### src/hdl/core_sfr_pkg.sv
// constants and types for the low special function register bank
`default_nettype none
package core_sfr_pkg;
	// register addresses
	localparam logic [7:0] ADDR_PORT0 = 8'h80;
	localparam logic [7:0] ADDR_SP = 8'h81;
	localparam logic [7:0] ADDR_DP0L = 8'h82;
	localparam logic [7:0] ADDR_DP0H = 8'h83;
	localparam logic [7:0] ADDR_DP1L = 8'h84;
	localparam logic [7:0] ADDR_DP1H = 8'h85;
	localparam logic [7:0] ADDR_PSEL = 8'h86;
	localparam logic [7:0] ADDR_POWER_CONTROL = 8'h87;
	localparam logic [7:0] ADDR_TIMER_CONTROL = 8'h88;
	localparam logic [7:0] ADDR_TIMER_MODE = 8'h89;
	localparam logic [7:0] ADDR_T0L = 8'h8a;
	localparam logic [7:0] ADDR_T1L = 8'h8b;
	localparam logic [7:0] ADDR_T0H = 8'h8c;
	localparam logic [7:0] ADDR_T1H = 8'h8d;
	localparam logic [7:0] ADDR_CLOCK_CONTROL = 8'h8e;
	// reset values and read answers
	localparam logic [7:0] RST_PORT0 = 8'hff;
	localparam logic [7:0] RST_SP = 8'h07;
	localparam logic [7:0] RST_ZERO = 8'h00;
	localparam logic [7:0] RST_CLOCK_CONTROL = 8'h01;
	localparam logic [7:0] RD_UNMAPPED = 8'hff;
	localparam logic [7:0] PSEL_MASK = 8'h01;
	localparam logic [7:0] POWER_CONTROL_MASK = 8'hcf;
	// timing
	localparam logic [3:0] PRESC_LAST = 4'hb;
	localparam logic [1:0] MC_LAST = 2'h3;
	localparam logic [5:0] CLKS_PER_MC = 6'h04;
	localparam logic [5:0] XM_BASE_MC = 6'h02;
	localparam logic [1:0] MODE_13BIT = 2'h0;
	localparam logic [1:0] MODE_16BIT = 2'h1;
	localparam logic [1:0] MODE_RELOAD = 2'h2;
	localparam logic [1:0] MODE_SPLIT = 2'h3;
	localparam logic [26:0] WD_RST_EXTRA = 27'h0000200;
	localparam logic [4:0] WD_EXP0 = 5'h11;
	localparam logic [4:0] WD_EXP_STEP = 5'h03;
	typedef struct packed {
		logic timer1_overflow, timer1_run, timer0_overflow, timer0_run;
		logic ext_int1_flag, ext_int1_type, ext_int0_flag, ext_int0_type;
	} timer_control_t;
	typedef struct packed {
		logic pin_qualified_run, counter_select, timer_mode_hi_sel, timer_mode_lo_sel;
	} timer_mode_half_t;
	typedef struct packed {
		timer_mode_half_t t1;
		timer_mode_half_t t0;
	} timer_mode_t;
	typedef struct packed {
		logic baud_doubler, framing_detect_enable;
		logic [1:0] unused;
		logic user_flag1, user_flag0, power_down_request, cpu_sleep_request;
	} power_control_t;
	typedef struct packed {
		logic [1:0] watchdog_period_sel;
		logic timer2_prescale_sel, timer1_prescale_sel, timer0_prescale_sel;
		logic [2:0] stretch_sel;
	} clock_control_t;
	typedef enum logic {XM_IDLE = 1'b0, XM_BUSY = 1'b1} xm_state_t;
endpackage : core_sfr_pkg
`default_nettype wire

### src/hdl/core_sfr_timer_pointer_bank.sv
// low special function register bank with timers 0 and 1 and pointers
`timescale 1ns/1ns
`default_nettype none
// Notes on behaviour
// - pointer select bit 0 picks pointer pair one, else pair zero.
// - pointer select bits 7 to 1 always read zero.
// - stack pointer holds scratchpad address of stack top.
// - baud doubler doubles serial baud rate in modes 1, 2, 3.
// - framing detect enable turns serial bit 7 into the framing error flag.
// - two user flags are plain read/write storage.
// - power down request stops every clock and freezes execution.
// - sleep request stops only the cpu clock; peripherals keep running.
// - overflow flag set by overflow, cleared on vectoring, software writable.
// - run bit switches its timer on or off.
// - ext flag set on edge or level, cleared on vectoring in edge mode.
// - type bit selects falling edge or low level trigger.
// - pin qualified run also needs the interrupt pin high to count.
// - counter select counts count pin falling edges instead of clock.
// - mode 0 is 8-bit counter behind 5-bit prescaler in low byte.
// - mode 1 cascades both bytes into a 16-bit counter.
// - mode 2 reloads the low byte from the high byte on overflow.
// - mode 3 splits timer 0; timer 1 stops.
// - watchdog select gives 2^17..2^26 clocks; reset time-out 512 more.
// - prescale select bit picks clock divided by 4, else by 12.
// - stretch field makes an external move last stretch plus 2 cycles.
// - an on-chip data move always lasts 2 machine cycles.
// - framing error flag set on bad stop bit, held until software clears.
module core_sfr_timer_pointer_bank (
	input wire logic clk,
	input wire logic sys_rst,
	input wire logic [7:0] sfr_addr,
	input wire logic sfr_wr,
	input wire logic [7:0] sfr_wdata,
	input wire logic sfr_rd,
	output logic [7:0] sfr_rdata,
	output logic sfr_hit,
	input wire logic t0_count_pin,
	input wire logic t1_count_pin,
	input wire logic ext_int0_pin_n,
	input wire logic ext_int1_pin_n,
	input wire logic timer0_vec,
	input wire logic timer1_vec,
	input wire logic ext_int0_vec,
	input wire logic ext_int1_vec,
	input wire logic wake,
	input wire logic fe_event,
	input wire logic fe_clear,
	input wire logic xdata_start,
	input wire logic xdata_onchip,
	output logic xdata_busy,
	output logic [7:0] port0_oe_n,
	output logic [15:0] active_data_pointer,
	output logic [7:0] stack_pointer,
	output logic baud_doubler,
	output logic framing_detect_enable,
	output logic framing_error_flag,
	output logic cpu_clk_en,
	output logic periph_clk_en,
	output logic timer2_tick,
	output logic [26:0] wdt_int_cycles,
	output logic [26:0] wdt_rst_cycles,
	output logic timer0_overflow,
	output logic timer1_overflow,
	output logic ext_int0_flag,
	output logic ext_int1_flag
);
	// one count step: {overflow, high, low}
	function automatic logic [16:0] step(input logic [1:0] m, input logic [7:0] hi,
		input logic [7:0] lo);
		logic [13:0] s13;
		logic [16:0] s16;
		logic [8:0] s8;
		s13 = {1'b0, hi, lo[4:0]} + 14'h0001;
		s16 = {1'b0, hi, lo} + 17'h00001;
		s8 = {1'b0, lo} + 9'h001;
		case (m)
			core_sfr_pkg::MODE_13BIT: step = {s13[13], s13[12:5], lo[7:5], s13[4:0]};
			core_sfr_pkg::MODE_16BIT: step = s16;
			core_sfr_pkg::MODE_RELOAD: step = {s8[8], hi, s8[8] ? hi : s8[7:0]};
			default: step = {s8[8], hi, s8[7:0]};
		endcase
	endfunction : step

	logic [7:0] port0, dp0l, dp0h, dp1l, dp1h, psel, t0l, t0h, t1l, t1h;
	core_sfr_pkg::power_control_t power_control;
	core_sfr_pkg::timer_control_t timer_control;
	core_sfr_pkg::timer_mode_t timer_mode;
	core_sfr_pkg::clock_control_t clock_control;
	logic [3:0] presc;
	logic tick4, tick12, tick_t0, tick_t1;
	logic [3:0] sync1, sync2, sync3;
	logic t0_fall, t1_fall, x0_fall, x1_fall, int0_high, int1_high;
	logic run0, run1, run0h, cnt0, cnt1, cnt0h;
	logic [16:0] s0, s1;
	logic [8:0] s0h;
	logic wr_any;
	core_sfr_pkg::xm_state_t xm_state;
	logic [5:0] xm_left;

	// ----------------------------------------
	// register writes
	// ----------------------------------------
	assign wr_any = sfr_wr;

	// general storage registers
	always_ff @(posedge clk)
	begin
		if (sys_rst)
		begin
			port0 <= core_sfr_pkg::RST_PORT0;
			stack_pointer <= core_sfr_pkg::RST_SP;
			dp0l <= core_sfr_pkg::RST_ZERO;
			dp0h <= core_sfr_pkg::RST_ZERO;
			dp1l <= core_sfr_pkg::RST_ZERO;
			dp1h <= core_sfr_pkg::RST_ZERO;
			psel <= core_sfr_pkg::RST_ZERO;
			timer_mode <= core_sfr_pkg::RST_ZERO;
			clock_control <= core_sfr_pkg::RST_CLOCK_CONTROL;
		end
		else if (sfr_wr)
		begin
			if (sfr_addr == core_sfr_pkg::ADDR_PORT0)
				port0 <= sfr_wdata;
			else if (sfr_addr == core_sfr_pkg::ADDR_SP)
				stack_pointer <= sfr_wdata;
			else if (sfr_addr == core_sfr_pkg::ADDR_DP0L)
				dp0l <= sfr_wdata;
			else if (sfr_addr == core_sfr_pkg::ADDR_DP0H)
				dp0h <= sfr_wdata;
			else if (sfr_addr == core_sfr_pkg::ADDR_DP1L)
				dp1l <= sfr_wdata;
			else if (sfr_addr == core_sfr_pkg::ADDR_DP1H)
				dp1h <= sfr_wdata;
			else if (sfr_addr == core_sfr_pkg::ADDR_PSEL)
				psel <= sfr_wdata & core_sfr_pkg::PSEL_MASK;
			else if (sfr_addr == core_sfr_pkg::ADDR_TIMER_MODE)
				timer_mode <= sfr_wdata;
			else if (sfr_addr == core_sfr_pkg::ADDR_CLOCK_CONTROL)
				clock_control <= sfr_wdata;
		end
	end

	// power control; a wake event ends sleep and power down
	always_ff @(posedge clk)
	begin
		if (sys_rst)
			power_control <= core_sfr_pkg::RST_ZERO;
		else if (sfr_wr && sfr_addr == core_sfr_pkg::ADDR_POWER_CONTROL)
			power_control <= sfr_wdata & core_sfr_pkg::POWER_CONTROL_MASK;
		else if (wake)
		begin
			power_control.power_down_request <= 1'b0;
			power_control.cpu_sleep_request <= 1'b0;
		end
	end

	// framing error flag; a bad stop bit beats a clear
	always_ff @(posedge clk)
	begin
		if (sys_rst)
			framing_error_flag <= 1'b0;
		else if (fe_event && power_control.framing_detect_enable)
			framing_error_flag <= 1'b1;
		else if (fe_clear)
			framing_error_flag <= 1'b0;
	end

	// ----------------------------------------
	// pin synchronisers and prescaler
	// ----------------------------------------
	// two flops, then a third stage for edge detection
	always_ff @(posedge clk)
	begin
		if (sys_rst)
		begin
			sync1 <= 4'hf;
			sync2 <= 4'hf;
			sync3 <= 4'hf;
		end
		else
		begin
			sync1 <= {ext_int1_pin_n, ext_int0_pin_n, t1_count_pin, t0_count_pin};
			sync2 <= sync1;
			sync3 <= sync2;
		end
	end
	assign t0_fall = sync3[0] & ~sync2[0];
	assign t1_fall = sync3[1] & ~sync2[1];
	assign x0_fall = sync3[2] & ~sync2[2];
	assign x1_fall = sync3[3] & ~sync2[3];
	assign int0_high = sync2[2];
	assign int1_high = sync2[3];

	// divide by 12 counter; every fourth clock is a machine cycle
	always_ff @(posedge clk)
	begin
		if (sys_rst || presc == core_sfr_pkg::PRESC_LAST)
			presc <= 4'h0;
		else
			presc <= presc + 4'h1;
	end
	assign tick4 = presc[1:0] == core_sfr_pkg::MC_LAST;
	assign tick12 = presc == core_sfr_pkg::PRESC_LAST;
	assign tick_t0 = clock_control.timer0_prescale_sel ? tick4 : tick12;
	assign tick_t1 = clock_control.timer1_prescale_sel ? tick4 : tick12;
	assign timer2_tick = periph_clk_en & (clock_control.timer2_prescale_sel ? tick4 : tick12);

	// ----------------------------------------
	// timers 0 and 1
	// ----------------------------------------
	assign run0 = timer_control.timer0_run & (~timer_mode.t0.pin_qualified_run | int0_high);
	assign run1 = timer_control.timer1_run & (~timer_mode.t1.pin_qualified_run | int1_high);
	assign cnt0 = periph_clk_en & run0 & (timer_mode.t0.counter_select ? t0_fall : tick_t0);
	assign cnt1 = periph_clk_en & run1 & (timer_mode.t1.counter_select ? t1_fall : tick_t1)
		& ({timer_mode.t1.timer_mode_hi_sel, timer_mode.t1.timer_mode_lo_sel} != core_sfr_pkg::MODE_SPLIT);
	assign cnt0h = periph_clk_en & timer_control.timer1_run & tick_t0
		& ({timer_mode.t0.timer_mode_hi_sel, timer_mode.t0.timer_mode_lo_sel} == core_sfr_pkg::MODE_SPLIT);
	assign run0h = cnt0h;
	assign s0 = step({timer_mode.t0.timer_mode_hi_sel, timer_mode.t0.timer_mode_lo_sel}, t0h, t0l);
	assign s1 = step({timer_mode.t1.timer_mode_hi_sel, timer_mode.t1.timer_mode_lo_sel}, t1h, t1l);
	assign s0h = {1'b0, t0h} + 9'h001;

	// count bytes; a software write wins over a count in the same cycle
	always_ff @(posedge clk)
	begin
		if (sys_rst)
		begin
			t0l <= core_sfr_pkg::RST_ZERO;
			t0h <= core_sfr_pkg::RST_ZERO;
			t1l <= core_sfr_pkg::RST_ZERO;
			t1h <= core_sfr_pkg::RST_ZERO;
		end
		else
		begin
			if (sfr_wr && sfr_addr == core_sfr_pkg::ADDR_T0L)
				t0l <= sfr_wdata;
			else if (cnt0)
				t0l <= s0[7:0];
			if (sfr_wr && sfr_addr == core_sfr_pkg::ADDR_T0H)
				t0h <= sfr_wdata;
			else if (run0h)
				t0h <= s0h[7:0];
			else if (cnt0)
				t0h <= s0[15:8];
			if (sfr_wr && sfr_addr == core_sfr_pkg::ADDR_T1L)
				t1l <= sfr_wdata;
			else if (cnt1)
				t1l <= s1[7:0];
			if (sfr_wr && sfr_addr == core_sfr_pkg::ADDR_T1H)
				t1h <= sfr_wdata;
			else if (cnt1)
				t1h <= s1[15:8];
		end
	end

	// timer control flags; hardware set wins over any clear
	always_ff @(posedge clk)
	begin
		if (sys_rst)
			timer_control <= core_sfr_pkg::RST_ZERO;
		else
		begin
			if (sfr_wr && sfr_addr == core_sfr_pkg::ADDR_TIMER_CONTROL)
				timer_control <= sfr_wdata;
			else
			begin
				if (timer0_vec)
					timer_control.timer0_overflow <= 1'b0;
				if (timer1_vec)
					timer_control.timer1_overflow <= 1'b0;
				if (ext_int0_vec && timer_control.ext_int0_type)
					timer_control.ext_int0_flag <= 1'b0;
				if (ext_int1_vec && timer_control.ext_int1_type)
					timer_control.ext_int1_flag <= 1'b0;
			end
			if (cnt0 && s0[16])
				timer_control.timer0_overflow <= 1'b1;
			if ((cnt1 && s1[16]) || (run0h && s0h[8]))
				timer_control.timer1_overflow <= 1'b1;
			if (!timer_control.ext_int0_type)
				timer_control.ext_int0_flag <= ~int0_high;
			else if (x0_fall)
				timer_control.ext_int0_flag <= 1'b1;
			if (!timer_control.ext_int1_type)
				timer_control.ext_int1_flag <= ~int1_high;
			else if (x1_fall)
				timer_control.ext_int1_flag <= 1'b1;
		end
	end

	// ----------------------------------------
	// external data move timing
	// ----------------------------------------
	always_ff @(posedge clk)
	begin
		if (sys_rst)
		begin
			xm_state <= core_sfr_pkg::XM_IDLE;
			xm_left <= 6'h00;
		end
		else
			case (xm_state)
				core_sfr_pkg::XM_IDLE:
					if (xdata_start)
					begin
						xm_state <= core_sfr_pkg::XM_BUSY;
						xm_left <= xdata_onchip ? 6'(core_sfr_pkg::XM_BASE_MC * core_sfr_pkg::CLKS_PER_MC)
							: 6'((core_sfr_pkg::XM_BASE_MC + 6'(clock_control.stretch_sel)) * core_sfr_pkg::CLKS_PER_MC);
					end
				default:
				begin
					xm_left <= xm_left - 6'h01;
					if (xm_left == 6'h01)
						xm_state <= core_sfr_pkg::XM_IDLE;
				end
			endcase
	end
	assign xdata_busy = xm_state == core_sfr_pkg::XM_BUSY;

	// ----------------------------------------
	// read path and outputs
	// ----------------------------------------
	assign sfr_hit = sfr_addr >= core_sfr_pkg::ADDR_PORT0 && sfr_addr <= core_sfr_pkg::ADDR_CLOCK_CONTROL;

	// read data captured one cycle after a read strobe
	always_ff @(posedge clk)
	begin
		if (sys_rst)
			sfr_rdata <= core_sfr_pkg::RST_ZERO;
		else if (sfr_rd)
		begin
			if (sfr_addr == core_sfr_pkg::ADDR_PORT0)
				sfr_rdata <= port0;
			else if (sfr_addr == core_sfr_pkg::ADDR_SP)
				sfr_rdata <= stack_pointer;
			else if (sfr_addr == core_sfr_pkg::ADDR_DP0L)
				sfr_rdata <= dp0l;
			else if (sfr_addr == core_sfr_pkg::ADDR_DP0H)
				sfr_rdata <= dp0h;
			else if (sfr_addr == core_sfr_pkg::ADDR_DP1L)
				sfr_rdata <= dp1l;
			else if (sfr_addr == core_sfr_pkg::ADDR_DP1H)
				sfr_rdata <= dp1h;
			else if (sfr_addr == core_sfr_pkg::ADDR_PSEL)
				sfr_rdata <= psel & core_sfr_pkg::PSEL_MASK;
			else if (sfr_addr == core_sfr_pkg::ADDR_POWER_CONTROL)
				sfr_rdata <= power_control;
			else if (sfr_addr == core_sfr_pkg::ADDR_TIMER_CONTROL)
				sfr_rdata <= timer_control;
			else if (sfr_addr == core_sfr_pkg::ADDR_TIMER_MODE)
				sfr_rdata <= timer_mode;
			else if (sfr_addr == core_sfr_pkg::ADDR_T0L)
				sfr_rdata <= t0l;
			else if (sfr_addr == core_sfr_pkg::ADDR_T1L)
				sfr_rdata <= t1l;
			else if (sfr_addr == core_sfr_pkg::ADDR_T0H)
				sfr_rdata <= t0h;
			else if (sfr_addr == core_sfr_pkg::ADDR_T1H)
				sfr_rdata <= t1h;
			else if (sfr_addr == core_sfr_pkg::ADDR_CLOCK_CONTROL)
				sfr_rdata <= clock_control;
			else
				sfr_rdata <= core_sfr_pkg::RD_UNMAPPED;
		end
	end

	assign active_data_pointer = psel[0] ? {dp1h, dp1l} : {dp0h, dp0l};
	assign port0_oe_n = port0; // open drain: drive low where the latch holds 0
	assign baud_doubler = power_control.baud_doubler;
	assign framing_detect_enable = power_control.framing_detect_enable;
	assign cpu_clk_en = ~(power_control.power_down_request | power_control.cpu_sleep_request);
	assign periph_clk_en = ~power_control.power_down_request;
	assign wdt_int_cycles = 27'h0000001 << (core_sfr_pkg::WD_EXP0
		+ 5'(clock_control.watchdog_period_sel * core_sfr_pkg::WD_EXP_STEP));
	assign wdt_rst_cycles = wdt_int_cycles + core_sfr_pkg::WD_RST_EXTRA;
	assign timer0_overflow = timer_control.timer0_overflow;
	assign timer1_overflow = timer_control.timer1_overflow;
	assign ext_int0_flag = timer_control.ext_int0_flag;
	assign ext_int1_flag = timer_control.ext_int1_flag;
endmodule : core_sfr_timer_pointer_bank
`default_nettype wire

### config.mk
export PLATFORM = sky130hd
export DESIGN_NAME = core_sfr_timer_pointer_bank
export DESIGN_NICKNAME = d
export VERILOG_FILES = /design/src/hdl/core_sfr_pkg.sv /design/src/hdl/core_sfr_timer_pointer_bank.sv
export SDC_FILE = /design/constraint.sdc
export NUM_CORES = 1
export LEC_CHECK = 0
export ABC_AREA = 0
export BUFFER_PORTS_ARGS = -buffer_cell sky130_fd_sc_hd__clkbuf_2
export CORE_UTILIZATION = 52
export CTS_CLUSTER_DIAMETER = 60
export DETAILED_ROUTE_END_ITERATION = 7
export PLACE_DENSITY = 0.88
export SLEW_MARGIN = 40
export SYNTH_ARGS = -nofsm -noshare
export SYNTH_HDL_FRONTEND = slang
export SYNTH_SLANG_ARGS = --single-unit
### constraint.sdc
create_clock -name clk -period 2 [get_ports clk]
set_clock_uncertainty 0.1 [all_clocks]
set_input_delay 0.1 -clock clk [delete_from_list [all_inputs] [get_ports clk]]
set_output_delay 0.1 -clock clk [all_outputs]
set_load 0.02 [all_outputs]
* Word-level counts from Yosys, hierarchy flattened
Index checks and enable logic that the tools add are counted.
** Storage, ports and cells
- Register bits :: 143
** Operators by class
- Eq/ne operators :: 30
- Multiply operators :: 1
- Muxes and demuxes :: 58
- Reduce and logical (&&, ||, !) cells :: 41
- Shift operators :: 1
- Bitwise logic cells :: 34
- Add/sub/neg operators :: 12
- $lt $le $gt $ge :: 2
** Operators by type and width (number)
- $mux 8 :: 26
- $eq 8x8->1 const B :: 15
- $pmux 17 s3 :: 2
- $add 16x1->17 const B :: 2
- $add 13x1->14 const B :: 2
- $add 27x10->27 const B :: 1
- $add 8x1->9 const B :: 3
- $shl 1x5->27 const A :: 1
- $mux 1 :: 24
- $mux 6 :: 3
- $mux 16 :: 1
- $not 1->1 :: 16
- $and 1x1->1 :: 15
- $logic_and 1x1->1 :: 13
- $reduce_bool 2->1 :: 6
- $reduce_bool 3->1 :: 4
- $reduce_and 10->1 :: 1
- $reduce_and 3->1 :: 3
- $reduce_and 9->1 :: 1
- $eq 2x2->1 const B :: 4
- $ge 8x8->1 const B :: 1
- $le 8x8->1 const B :: 1
- $ne 2x2->1 const B :: 4
- $ne 4x1->1 const B :: 2
- other kinds (20) :: 28

* Logic depth before layout (Yosys ltp)
Gate-level depths: netlist (run 1).
- Word-level depth :: 16
- Gate-level depth with buffers :: 9
- Mapped depth without buffers :: 7

* Worst setup path before layout (run 1)
No wires, ideal clock.
- Kind :: reg2reg
- Start point :: register t1l[0]
- End point :: register t1l[7]
- Setup time :: 0.121 ns
- Data arrival time :: 1.900 ns
- Data required time :: 1.779 ns
- Path slack :: -0.121 ns
- Period minus slack after synthesis :: 2.121 ns
- Stages on the path, launching flop included :: 8
- Cell sequence :: dfxtp_1 -> ha_1 -> and4_1 -> nor2b_1 -> or4_1 -> a211o_1 -> a21oi_1 -> o31ai_1
** On the way
- Word-level cells in the longest chain between the ends :: 5
- Elaborated cells between the ends (all ways) :: 6
- Classes of those cells :: add/sub: 2; mux: 4
** RTL lines
- from (decl) :: line core_sfr_timer_pointer_bank.sv:84 : logic [7:0] port0, dp0l, dp0h, dp1l, dp1h, psel, t0l, t0h, t1l, t1h;
- from (signal assigned) :: line core_sfr_timer_pointer_bank.sv:230 : t1l <= core_sfr_pkg::RST_ZERO;
- from (signal assigned) :: line core_sfr_timer_pointer_bank.sv:246 : t1l <= sfr_wdata;
- from (signal assigned) :: line core_sfr_timer_pointer_bank.sv:248 : t1l <= s1[7:0];
- $add 8x1->9 :: line core_sfr_timer_pointer_bank.sv:75 : s8 = {1'b0, lo} + 9'h001;
- $mux 8 :: line core_sfr_timer_pointer_bank.sv:79 : core_sfr_pkg::MODE_RELOAD: step = {s8[8], hi, s8[8] ? hi : s8[7:0]};
- $pmux 17 s3 (*) :: line core_sfr_timer_pointer_bank.sv:76 : case (m)
- $mux 8 (*) :: line core_sfr_timer_pointer_bank.sv:247 : else if (cnt1)
- $mux 8 (*) :: line core_sfr_timer_pointer_bank.sv:245 : if (sfr_wr && sfr_addr == core_sfr_pkg::ADDR_T1L)
Every way passes the cells marked *; elsewhere a longest branch is shown, timed or not. The select of a mux whose other input is x is not followed.
A chain may end at the register's enable or synchronous reset.

* Worst setup path in the final report (run 1)
- Start point :: register presc[3]
- End point :: register t1h[5]
** On the way
- Word-level cells in the longest chain between the ends :: 7
** RTL lines
- from (decl) :: line core_sfr_timer_pointer_bank.sv:89 : logic [3:0] presc;
- from (signal assigned) :: line core_sfr_timer_pointer_bank.sv:200 : presc <= presc + 4'h1;
- $eq 4x4->1 :: line core_sfr_timer_pointer_bank.sv:203 : assign tick12 = presc == core_sfr_pkg::PRESC_LAST;
- $mux 1 :: line core_sfr_timer_pointer_bank.sv:205 : assign tick_t1 = clock_control.timer1_prescale_sel ? tick4 : tick12;
- $mux 1 :: line core_sfr_timer_pointer_bank.sv:214 : assign cnt1 = periph_clk_en & run1 & (timer_mode.t1.counter_select ? t1_fall : tick_t1)
- $and 1x1->1 :: line core_sfr_timer_pointer_bank.sv:214
- $and 1x1->1 :: line core_sfr_timer_pointer_bank.sv:215 : & ({timer_mode.t1.timer_mode_hi_sel, timer_mode.t1.timer_mode_lo_sel} != core_sfr_pkg::MODE_SPLIT);
- $reduce_bool 2->1 (no source line)
- $reduce_and 3->1 (no source line)
- to (signal assigned) :: line core_sfr_timer_pointer_bank.sv:231 : t1h <= core_sfr_pkg::RST_ZERO;
- to (signal assigned) :: line core_sfr_timer_pointer_bank.sv:250 : t1h <= sfr_wdata;
- to (signal assigned) :: line core_sfr_timer_pointer_bank.sv:252 : t1h <= s1[15:8];
- to (decl) :: line core_sfr_timer_pointer_bank.sv:84
Every way passes these cells.

==> impl_metrics.json, run 1 <==
{
  "run_status": "finished with violations",
  "failing_checks": "setup timing",
  "layout.cells.non_filler": 1473,
  "dpl_worst_slack_ps": -151,
  "post_route_standard_cell_area_excluding_fillers_sq_mm": 0.0110,
  "synth_top_cells_by_area": "sky130_fd_sc_hd__dfxtp_1, sky130_fd_sc_hd__mux2i_1, sky130_fd_sc_hd__nor2_1",
  "final_common_cell": "sky130_fd_sc_hd__nor2_1",
  "cts-buffers-inserted": 17,
  "synth.yosys.warnings": 0,
  "synth.avg_cell_area_sq_um": 8.18,
  "diodes": 0,
  "wl_per_cell_um": 20.8,
  "grt_max_degree": 65,
  "chipWidth_um": 132,
  "number_of_enable_flip_flop_cells_after_synthesis": 0,
  "p_per_area_mw_per_mm2": 646,
  "final_min_period_over_clock_period_pct": 100,
  "mostFrequentLayoutCells": "sky130_fd_sc_hd__nor2_1, sky130_fd_sc_hd__dfxtp_1, sky130_fd_sc_hd__buf_4",
  "power.leakage_uw": 0.00457,
  "syn-cell-area_sq_mm": 0.00882,
  "core-area_sq_mm": 0.0166,
  "antenna_violating_nets_post_route": 0,
  "grt_first_pass_wirelength_um": 45900,
  "synth-seq-area-share_pct": 32.4,
  "place_congestion": 1.02,
  "cts_sinks": 143,
  "crit_path_max_fanout": 11,
  "post_synth_num_cell_types": 81,
  "cts.clk_slew.worst_paths_ps": 60,
  "number_of_antenna_violations_at_the_first_check_in_global_routing": 0,
  "netlist.top_cell.by_area": "sky130_fd_sc_hd__dfxtp_1",
  "area.growth.synth_to_final_pct": 25.0,
  "fmax_ghz": 0.499,
  "grt_pass1_vias": 8404,
  "fp.dieH_um": 132,
  "dr_total_vias": 9238,
  "nNetsFinal": 1287,
  "detail_route.drc_violations": 0,
  "num_rows": 47,
  "worst-slew-pin-transition_ps": 568,
  "n_fill_cell": 1299,
  "route.final.wire_length_um": 30600,
  "final_util_pct": 66.5,
  "number_of_standard_cells_after_synthesis": 1078,
  "r2r_cells": 6,
  "critPathLaunchType": "flop",
  "clk_path_buf_depth": 2,
  "hold-path-cell-count": 5,
  "place_hpwl_um": 21200,
  "ir_worst_vdd_v": 0.000849,
  "crit_path_end_kind": "flop",
  "post-layout-total-power_uw": 7120,
  "worstSetupPathType": "reg -> reg",
  "timing.hold.worst.class": "in -> reg",
  "cts_root_buffer": "sky130_fd_sc_hd__clkbuf_16",
  "portbufs": 102,
  "worst_slack_ps": -3.56,
  "insertion_delay_ps": 440,
  "setup_viol": 2,
  "globalRouteTotalUtil_pct": 33.9,
  "unrepaired_setup_endpoints_after_global_routing": "yes",
  "final_layout_size_suffix_gt1_share_pct": 29.2,
  "final_period_minus_worst_setup_slack_ps": 2000,
  "final_hold_viol_count": 0,
  "finalMaxSlewViolations": 0,
  "critPathArrivalTime_ps": 2250,
  "synth_top_area_share_pct": 32.4,
  "cp.required_ps": 2240,
  "maxCapViolations": 0,
  "ctsHtreeMaxLevel": 4,
  "dieArea_sq_mm": 0.0175,
  "drt_iter0_markers": 1314,
  "design.portCount": 139,
  "ys.flop_type": "sky130_fd_sc_hd__dfxtp_1",
  "post-place-cells": 1427,
  "slew_headroom_pct": 62.1,
  "postSynthRegisterBits": 143,
  "post_dp_cell_area_sq_mm": 0.0100,
  "detail_route.vias_per_cell": 6.27,
  "first_pass_iters": 8,
  "initial_core_util_pct": 53.2,
  "clock_tree_from_tritoncts": "built",
  "postSynth.asyncResetShare_pct": 0,
  "grt.overflow.total": 0
}
==> stage by stage <==
stage | hold slack [ps] | TNS [ps]
after floorplan | 104 | -16.2
after global placement | 184 | -44.9
after detailed placement | 187 | -536
after CTS | 15.9 | -28.9
after global routing | 54.3 | -275
final | 33.8 | -4.58
==> cell type report <==
class                      instances  area (sq um)  area share, %
sequential                       143          2880           26.1
clock inverter                    14           201           1.83
clock buffer                      18           429           3.89
multi-input combinational        818          5500           49.9
timing repair buffer             236          1650           15.0
tap                              220           275           2.50
inverter                          24          90.1          0.817
==> worst max-delay path, cell delays in order (launching register included) <==
cell                       delay [ps]
sky130_fd_sc_hd__dfxtp_1          380
sky130_fd_sc_hd__nor2b_4          250
sky130_fd_sc_hd__o211ai_1         150
sky130_fd_sc_hd__a21o_4           310
sky130_fd_sc_hd__nor4_2           290
sky130_fd_sc_hd__xnor2_1          140
sky130_fd_sc_hd__a211oi_2         280
==> worst paths after layout <==
kind / start / to / slack (ps)
worst max-delay path: presc[3] / t1h[5] / -4
worst min-delay path: ext_int0_vec / ext_int0_flag / 30
worst max register to register: presc[3] / t1h[5] / -4
worst min register to register: sync1[1] / sync2[1] / 310
==> cells in the mapped netlist (6+ instances only) <==
cell type / count
sky130_fd_sc_hd__nor2_1: 145
sky130_fd_sc_hd__dfxtp_1: 143
sky130_fd_sc_hd__mux2i_1: 75
sky130_fd_sc_hd__a21oi_1: 66
sky130_fd_sc_hd__nand2_1: 66
sky130_fd_sc_hd__buf_4: 48
sky130_fd_sc_hd__clkbuf_1: 47
sky130_fd_sc_hd__o21ai_0: 32
sky130_fd_sc_hd__nand3_1: 29
sky130_fd_sc_hd__nor2b_1: 28
sky130_fd_sc_hd__mux2_2: 25
sky130_fd_sc_hd__buf_2: 23
sky130_fd_sc_hd__inv_1: 23
sky130_fd_sc_hd__nor3_1: 23
sky130_fd_sc_hd__o22ai_1: 17
sky130_fd_sc_hd__a211o_1: 16
sky130_fd_sc_hd__a31oi_1: 16
sky130_fd_sc_hd__nand2b_1: 15
sky130_fd_sc_hd__or2_2: 15
sky130_fd_sc_hd__ha_1: 14
sky130_fd_sc_hd__xnor2_1: 14
sky130_fd_sc_hd__a211oi_1: 12
sky130_fd_sc_hd__nor4_1: 11
sky130_fd_sc_hd__and3_1: 10
sky130_fd_sc_hd__o211ai_1: 9
sky130_fd_sc_hd__a211oi_2: 8
sky130_fd_sc_hd__o221ai_1: 8
sky130_fd_sc_hd__o31ai_1: 8
sky130_fd_sc_hd__nand3b_1: 7
sky130_fd_sc_hd__nand4_1: 7
sky130_fd_sc_hd__nor3b_1: 7
sky130_fd_sc_hd__a2bb2oi_1: 6
sky130_fd_sc_hd__and2_1: 6
sky130_fd_sc_hd__or3_1: 6
==> repair_timing <==
item / CTS / global route
pin swaps: 5 / 6
setup buffers: 1 / 0
setup endpoints to repair: 22 / 34
endpoints found under the hold margin: 22 / 0
gates resized for setup: 19 / 30
hold buffers: 13 / 0
==> sequential cells by signal, summed over array words and instances, names as in the netlist, 4 cells and up <==
name	flops
xm_left	6
dp1l	8
presc	4
timer_control	4
dp1h	8
timer_mode	8
sync3	4
dp0h	8
stack_pointer	8
port0_oe_n	8
power_control	4
sync2	4
t0h	8
t1h	8
t1l	8
sfr_rdata	8
t0l	8
sync1	4
clock_control	8
dp0l	8
==> where the power goes <==
| group | switching [uW] | internal (uW) |
|---|---|---|
| sequential | 34.4 | 2890 |
| combinational | 472 | 253 |
| clock | 1360 | 2110 |
| total | 1870 | 5250 |
==> layer usage <==
layer  routed length (um)  up-vias  track usage (%)
met3                 3690      111             9.57
met5                    0        -                0
met4                 1120        0             13.7
met1                11900     4350             43.6
met2                13900      680             53.5
li1                     -     4097                -
==> cell families after synthesis <==
kind of cell | share of synthesized area [%]
mux | 12.0
compound gates | 19.5
other cells | 0.0851
flops | 32.4
simple gates | 23.0
xor+xnor | 1.89
fa+ha+maj | 1.99
buf+inv | 9.15
(Power assumes the default switching activity.)
==> run 2: changes to the inputs <==
Settings changed: CORE_UTILIZATION 52 to 35, PLACE_DENSITY 0.88 to 0.67.
==> impl_metrics.json, run 2 (synthesized netlist as in run 1, its figures left out) <==
{
  "place_hpwl_um": 22300,
  "worst-slew-pin-transition_ps": 648,
  "worstSetupPathType": "reg -> reg",
  "hold-path-cell-count": 2,
  "cts.clk_slew.worst_paths_ps": 60,
  "grt.overflow.total": 0,
  "detail_route.drc_violations": 0,
  "route.final.wire_length_um": 31000,
  "power.leakage_uw": 0.00466,
  "num_rows": 57,
  "crit_path_max_fanout": 3,
  "ir_worst_vdd_v": 0.000868,
  "power_frac_seq_pct": 41.4,
  "internal-power_uw": 5170,
  "slew_headroom_pct": 56.7,
  "maxCapViolations": 0,
  "worst_slack_ps": -11.8,
  "setup.reg_to_reg.worst_slack_ps": -10,
  "final_layout_size_suffix_gt1_share_pct": 30.7,
  "area.growth.synth_to_final_pct": 28.7,
  "timing.hold.worst.class": "in -> reg",
  "switching_share_pct": 26.7,
  "grt_max_degree": 62,
  "globalRouteTotalUtil_pct": 23.2,
  "worst_hold_startpoint": "sfr_rd",
  "grt_pass1_vias": 8156,
  "grt_first_pass_wirelength_um": 46700,
  "final_common_cell": "sky130_fd_sc_hd__nor2_1",
  "cp.required_ps": 2210,
  "post-layout-total-power_uw": 7060,
  "run_status": "finished with violations",
  "final_min_period_over_clock_period_pct": 101,
  "place_congestion": 0.969,
  "initial_core_util_pct": 36.0,
  "clk_path_buf_depth": 2,
  "fmax_ghz": 0.497,
  "finalMaxSlewViolations": 0,
  "ctsHtreeMaxLevel": 4,
  "failing_checks": "setup timing",
  "unrepaired_setup_endpoints_after_global_routing": "yes",
  "diodes": 0,
  "number_of_antenna_violations_at_the_first_check_in_global_routing": 0,
  "final_hold_viol_count": 0,
  "dieArea_sq_mm": 0.0258,
  "clock_tree_from_tritoncts": "built",
  "fp.dieH_um": 161,
  "min_to": "sfr_rdata[2]",
  "dr_total_vias": 8904,
  "nNetsFinal": 1310,
  "r2r_cells": 7,
  "worst_r2r_endpoint": "t1l[7]",
  "critPathLaunchType": "flop",
  "n_fill_cell": 2396,
  "antenna_violating_nets_post_route": 0,
  "core-area_sq_mm": 0.0245,
  "chipWidth_um": 161,
  "multiInputGateArea_sq_mm": 0.00555,
  "drt_iter0_markers": 966,
  "cts_sinks": 143,
  "mostFrequentLayoutCells": "sky130_fd_sc_hd__nor2_1, sky130_fd_sc_hd__buf_4, sky130_fd_sc_hd__dfxtp_1",
  "dpl_worst_slack_ps": -73.0,
  "switchingPower_uw": 1890,
  "p_per_area_mw_per_mm2": 622,
  "final_period_minus_worst_setup_slack_ps": 2010,
  "register_area_sq_mm": 0.00288,
  "pwr-share-clk_pct": 48.2,
  "setup_viol": 1,
  "portbufs": 102,
  "share_comb_of_total_power_pct": 10.4,
  "crit_path_end_kind": "flop",
  "detail_route.vias_per_cell": 5.57,
  "wl_per_cell_um": 19.4,
  "critPathArrivalTime_ps": 2230,
  "cts-buffers-inserted": 17,
  "final.setup.tns_ps": -11.8,
  "cts_root_buffer": "sky130_fd_sc_hd__clkbuf_16",
  "r2r_start": "t1l[0]",
  "design.portCount": 139,
  "first_pass_iters": 8,
  "insertion_delay_ps": 430
}
==> run 2: stage by stage <==
| stage | hold WS, ps | area [sq um] | instances | util (%) |
|---|---|---|---|---|
| after detailed placement | 184 | 10300 | 1549 | 42.0 |
| after global placement | 185 | 10300 | 1549 | 42.0 |
| final | 33.2 | 11400 | 1600 | 46.3 |
| after floorplan | 104 | 8980 | 1112 | - |
| after global routing | 55.0 | 11400 | 1600 | 46.3 |
| after CTS | 21.6 | 11100 | 1593 | 45.3 |
==> run 2: cell type report <==
| cell class | instances | area share, % |
|---|---|---|
| Timing Repair Buffer | 258 | 16.0 |
| Tap cell | 324 | 3.57 |
| Clock buffer | 19 | 3.90 |
| Sequential cell | 143 | 25.3 |
| Multi-Input combinational cell | 819 | 48.9 |
| Clock inverter | 13 | 1.55 |
| Inverter | 24 | 0.794 |
==> run 2: what timing repair did <==
item	CTS	global route
endpoints found under the setup margin	21	38
hold buffers	12	0
pin swaps	4	16
gates resized for setup	19	43
gates cloned	0	1
buffers inserted	0	7
hold endpoints to repair	22	0
==> run 2: how the worst max path moves through the flow <==
stage,startpoint,endpoint,slack (ps)
global placement,sfr_addr[4],t0h[3],-60
finish,t1l[0],t1l[7],-10
CTS,t1l[0],t1l[7],-40
floorplan,t1l[0],t1l[7],-20
global route,presc[1],t1h[6],-50
detailed placement,presc[0],t0h[3],-70
==> run 2: power by group through the flow <==
stage	combinational (uW)	clock, uW	sequential, uW
CTS	715	3410	2920
global route	782	3550	2930
finish	734	3400	2920
floorplan	465	0	3000
global placement	691	0	2980
detailed placement	696	0	2980
==> run 2: critical path, stage by stage, from the launching register on <==
cell and delay (ps):
sky130_fd_sc_hd__dfxtp_4 350, sky130_fd_sc_hd__ha_4 150, sky130_fd_sc_hd__and4_4 190, sky130_fd_sc_hd__nor2b_4 130, sky130_fd_sc_hd__or4_1 480, sky130_fd_sc_hd__a211o_1 280, sky130_fd_sc_hd__a21oi_2 140, sky130_fd_sc_hd__o31ai_1 80
==> run 2: metal layers <==
layer  vias to the layer above  GRT usage, %  wire length (um)
li1                       4169             -                 -
met1                      4265          33.3             13700
met2                       419          35.2             13800
met3                        51          4.21              2830
met4                         0          6.78               651
met5                         -             0                 0
==> run 3: changes to the inputs <==
Settings changed: BUFFER_PORTS_ARGS -buffer_cell sky130_fd_sc_hd__clkbuf_2 to -buffer_cell sky130_fd_sc_hd__buf_2, CTS_BUF_LIST set to sky130_fd_sc_hd__clkbuf_8.
==> impl_metrics.json, run 3 (synthesized netlist as in run 1, its figures left out) <==
{
  "run_status": "complete, no violations",
  "dr_total_vias": 8796,
  "dieArea_sq_mm": 0.0258,
  "chipWidth_um": 161,
  "dpl_worst_slack_ps": -108,
  "finalMaxSlewViolations": 0,
  "globalRouteTotalUtil_pct": 23.4,
  "final_layout_size_suffix_gt1_share_pct": 30.0,
  "area.growth.synth_to_final_pct": 26.7,
  "setup.reg_to_reg.worst_slack_ps": 40,
  "unrepaired_setup_endpoints_after_global_routing": "yes",
  "first_pass_iters": 5,
  "hold-path-cell-count": 3,
  "cts-buffers-inserted": 17,
  "critPathLaunchType": "flop",
  "crit_path_max_fanout": 3,
  "fmax_ghz": 0.509,
  "place_hpwl_um": 22300,
  "cts.clk_slew.worst_paths_ps": 80,
  "final_common_cell": "sky130_fd_sc_hd__nor2_1",
  "slew_headroom_pct": 59.1,
  "timing.hold.ws_ps": 23.7,
  "r2r_start": "t1l[0]",
  "wl_met3_um": 2140,
  "maxCapViolations": 0,
  "top_routing_layer_in_use": "met4",
  "crit_path_end_kind": "flop",
  "route.final.wire_length_um": 30800,
  "power.leakage_uw": 0.00466,
  "insertion_delay_ps": 460,
  "clk_path_buf_depth": 2,
  "detail_route.vias_per_cell": 5.50,
  "detail_route.drc_violations": 0,
  "design.portCount": 139,
  "layout.cells.non_filler": 1599,
  "worst-slew-pin-transition_ps": 611,
  "grt.overflow.total": 0,
  "worst_slack_ps": 35.7,
  "ir_worst_vdd_v": 0.000402,
  "num_rows": 57,
  "nNetsFinal": 1309,
  "initial_core_util_pct": 36.0,
  "fp.dieH_um": 161,
  "setup_viol": 0,
  "r2r_cells": 7,
  "grt_pass1_vias": 8146,
  "wl_per_cell_um": 19.2,
  "final_hold_viol_count": 0,
  "cts_root_buffer": "sky130_fd_sc_hd__clkbuf_8",
  "portbufs": 102,
  "core-area_sq_mm": 0.0245,
  "grt_max_degree": 51,
  "antenna_violating_nets_post_route": 0,
  "cts_sinks": 143,
  "place_congestion": 0.968,
  "final.setup.tns_ps": 0,
  "number_of_antenna_violations_at_the_first_check_in_global_routing": 0,
  "worstSetupPathType": "reg -> reg",
  "mostFrequentLayoutCells": "sky130_fd_sc_hd__nor2_1, sky130_fd_sc_hd__dfxtp_1, sky130_fd_sc_hd__buf_4",
  "final_min_period_over_clock_period_pct": 98.2,
  "p_per_area_mw_per_mm2": 574,
  "clock_tree_from_tritoncts": "built",
  "worst_hold_startpoint": "sfr_wdata[1]",
  "diodes": 0,
  "worst_r2r_endpoint": "t1l[7]",
  "post-place-cells": 1548,
  "min_to": "power_control[1]",
  "ctsHtreeMaxLevel": 4,
  "cp.required_ps": 2250,
  "m1WireLength_um": 14200,
  "timing.hold.worst.class": "in -> reg",
  "final_period_minus_worst_setup_slack_ps": 1960,
  "routed_met2_length_um": 13700,
  "grt_first_pass_wirelength_um": 46600,
  "drt_iter0_markers": 806,
  "critPathArrivalTime_ps": 2220
}
==> run 3: cell types whose count changed in the layout (fill, tap and decap cells not counted), moves of 5 or more <==
cell	previous run	this run
sky130_fd_sc_hd__nor4_4	6	1
sky130_fd_sc_hd__clkbuf_8	1	19
sky130_fd_sc_hd__nor4_2	2	7
sky130_fd_sc_hd__clkbuf_16	17	0
sky130_fd_sc_hd__clkbuf_2	101	0
sky130_fd_sc_hd__dlygate4sd3_1	12	17
sky130_fd_sc_hd__buf_4	135	129
sky130_fd_sc_hd__buf_2	0	101
==> run 3: layout make-up <==
type                    instances  area [sq um]
multi-input cells             819          5490
clock buffers                  19           262
repair buffers                257          1840
fillers                      2417         13400
clock inverters                13           210
well taps                     324           405
inverters                      24          90.1
flip-flops and latches        143          2880
==> run 3: worst max path at each step <==
| stage | start | end | slack [ps] | cells past startpoint |
|---|---|---|---|---|
| after floorplan | t1l[0] | t1l[7] | -20 | 7 |
| after global placement | sfr_addr[4] | t0h[3] | -110 | 6 |
| after detailed placement | sfr_addr[4] | t0h[3] | -110 | 6 |
| after CTS | t1l[0] | t1l[7] | -30 | 7 |
| after global routing | t0l[1] | t0h[5] | -40 | 7 |
| final | t1l[0] | t1l[7] | 40 | 7 |
==> run 3: per-stage QoR <==
step / utilization [%] / cell area [sq um] / total power, uW
finish: 45.5 / 11200 / 6410
global route: 45.5 / 11200 / 6620
CTS: 45.0 / 11000 / 6430
detailed placement: 42.1 / 10300 / 3680
global placement: 42.1 / 10300 / 3670
floorplan: - / 8980 / 3460
==> run 3: power by group <==
group          total (uW)  internal (uW)  switching [uW]
combinational         735            264             471
clock                2760           1560            1200
sequential           2920           2890            32.4
==> run 3: worst max-delay path: stages, from the launching register on <==
cell	delay [ps]
sky130_fd_sc_hd__dfxtp_4	360
sky130_fd_sc_hd__ha_4	150
sky130_fd_sc_hd__and4_4	190
sky130_fd_sc_hd__nor2b_4	130
sky130_fd_sc_hd__or4_1	470
sky130_fd_sc_hd__a211o_1	280
sky130_fd_sc_hd__a21oi_2	120
sky130_fd_sc_hd__o31ai_1	80
==> run 3: timing repair <==
action / CTS / global route
setup buffers: 0 / 1
gates resized for setup: 18 / 33
endpoints found under the hold margin: 29 / 0
pin swaps: 5 / 9
endpoints found under the setup margin: 21 / 33
cloned: 0 / 1
hold buffers: 17 / 0
==> run 3: layer usage <==
| layer | global-route usage, % | vias to the layer above |
|---|---|---|
| li1 | - | 4155 |
| met1 | 33.1 | 4227 |
| met2 | 36.0 | 360 |
| met3 | 3.69 | 54 |
| met4 | 7.55 | 0 |
| met5 | 0 | - |
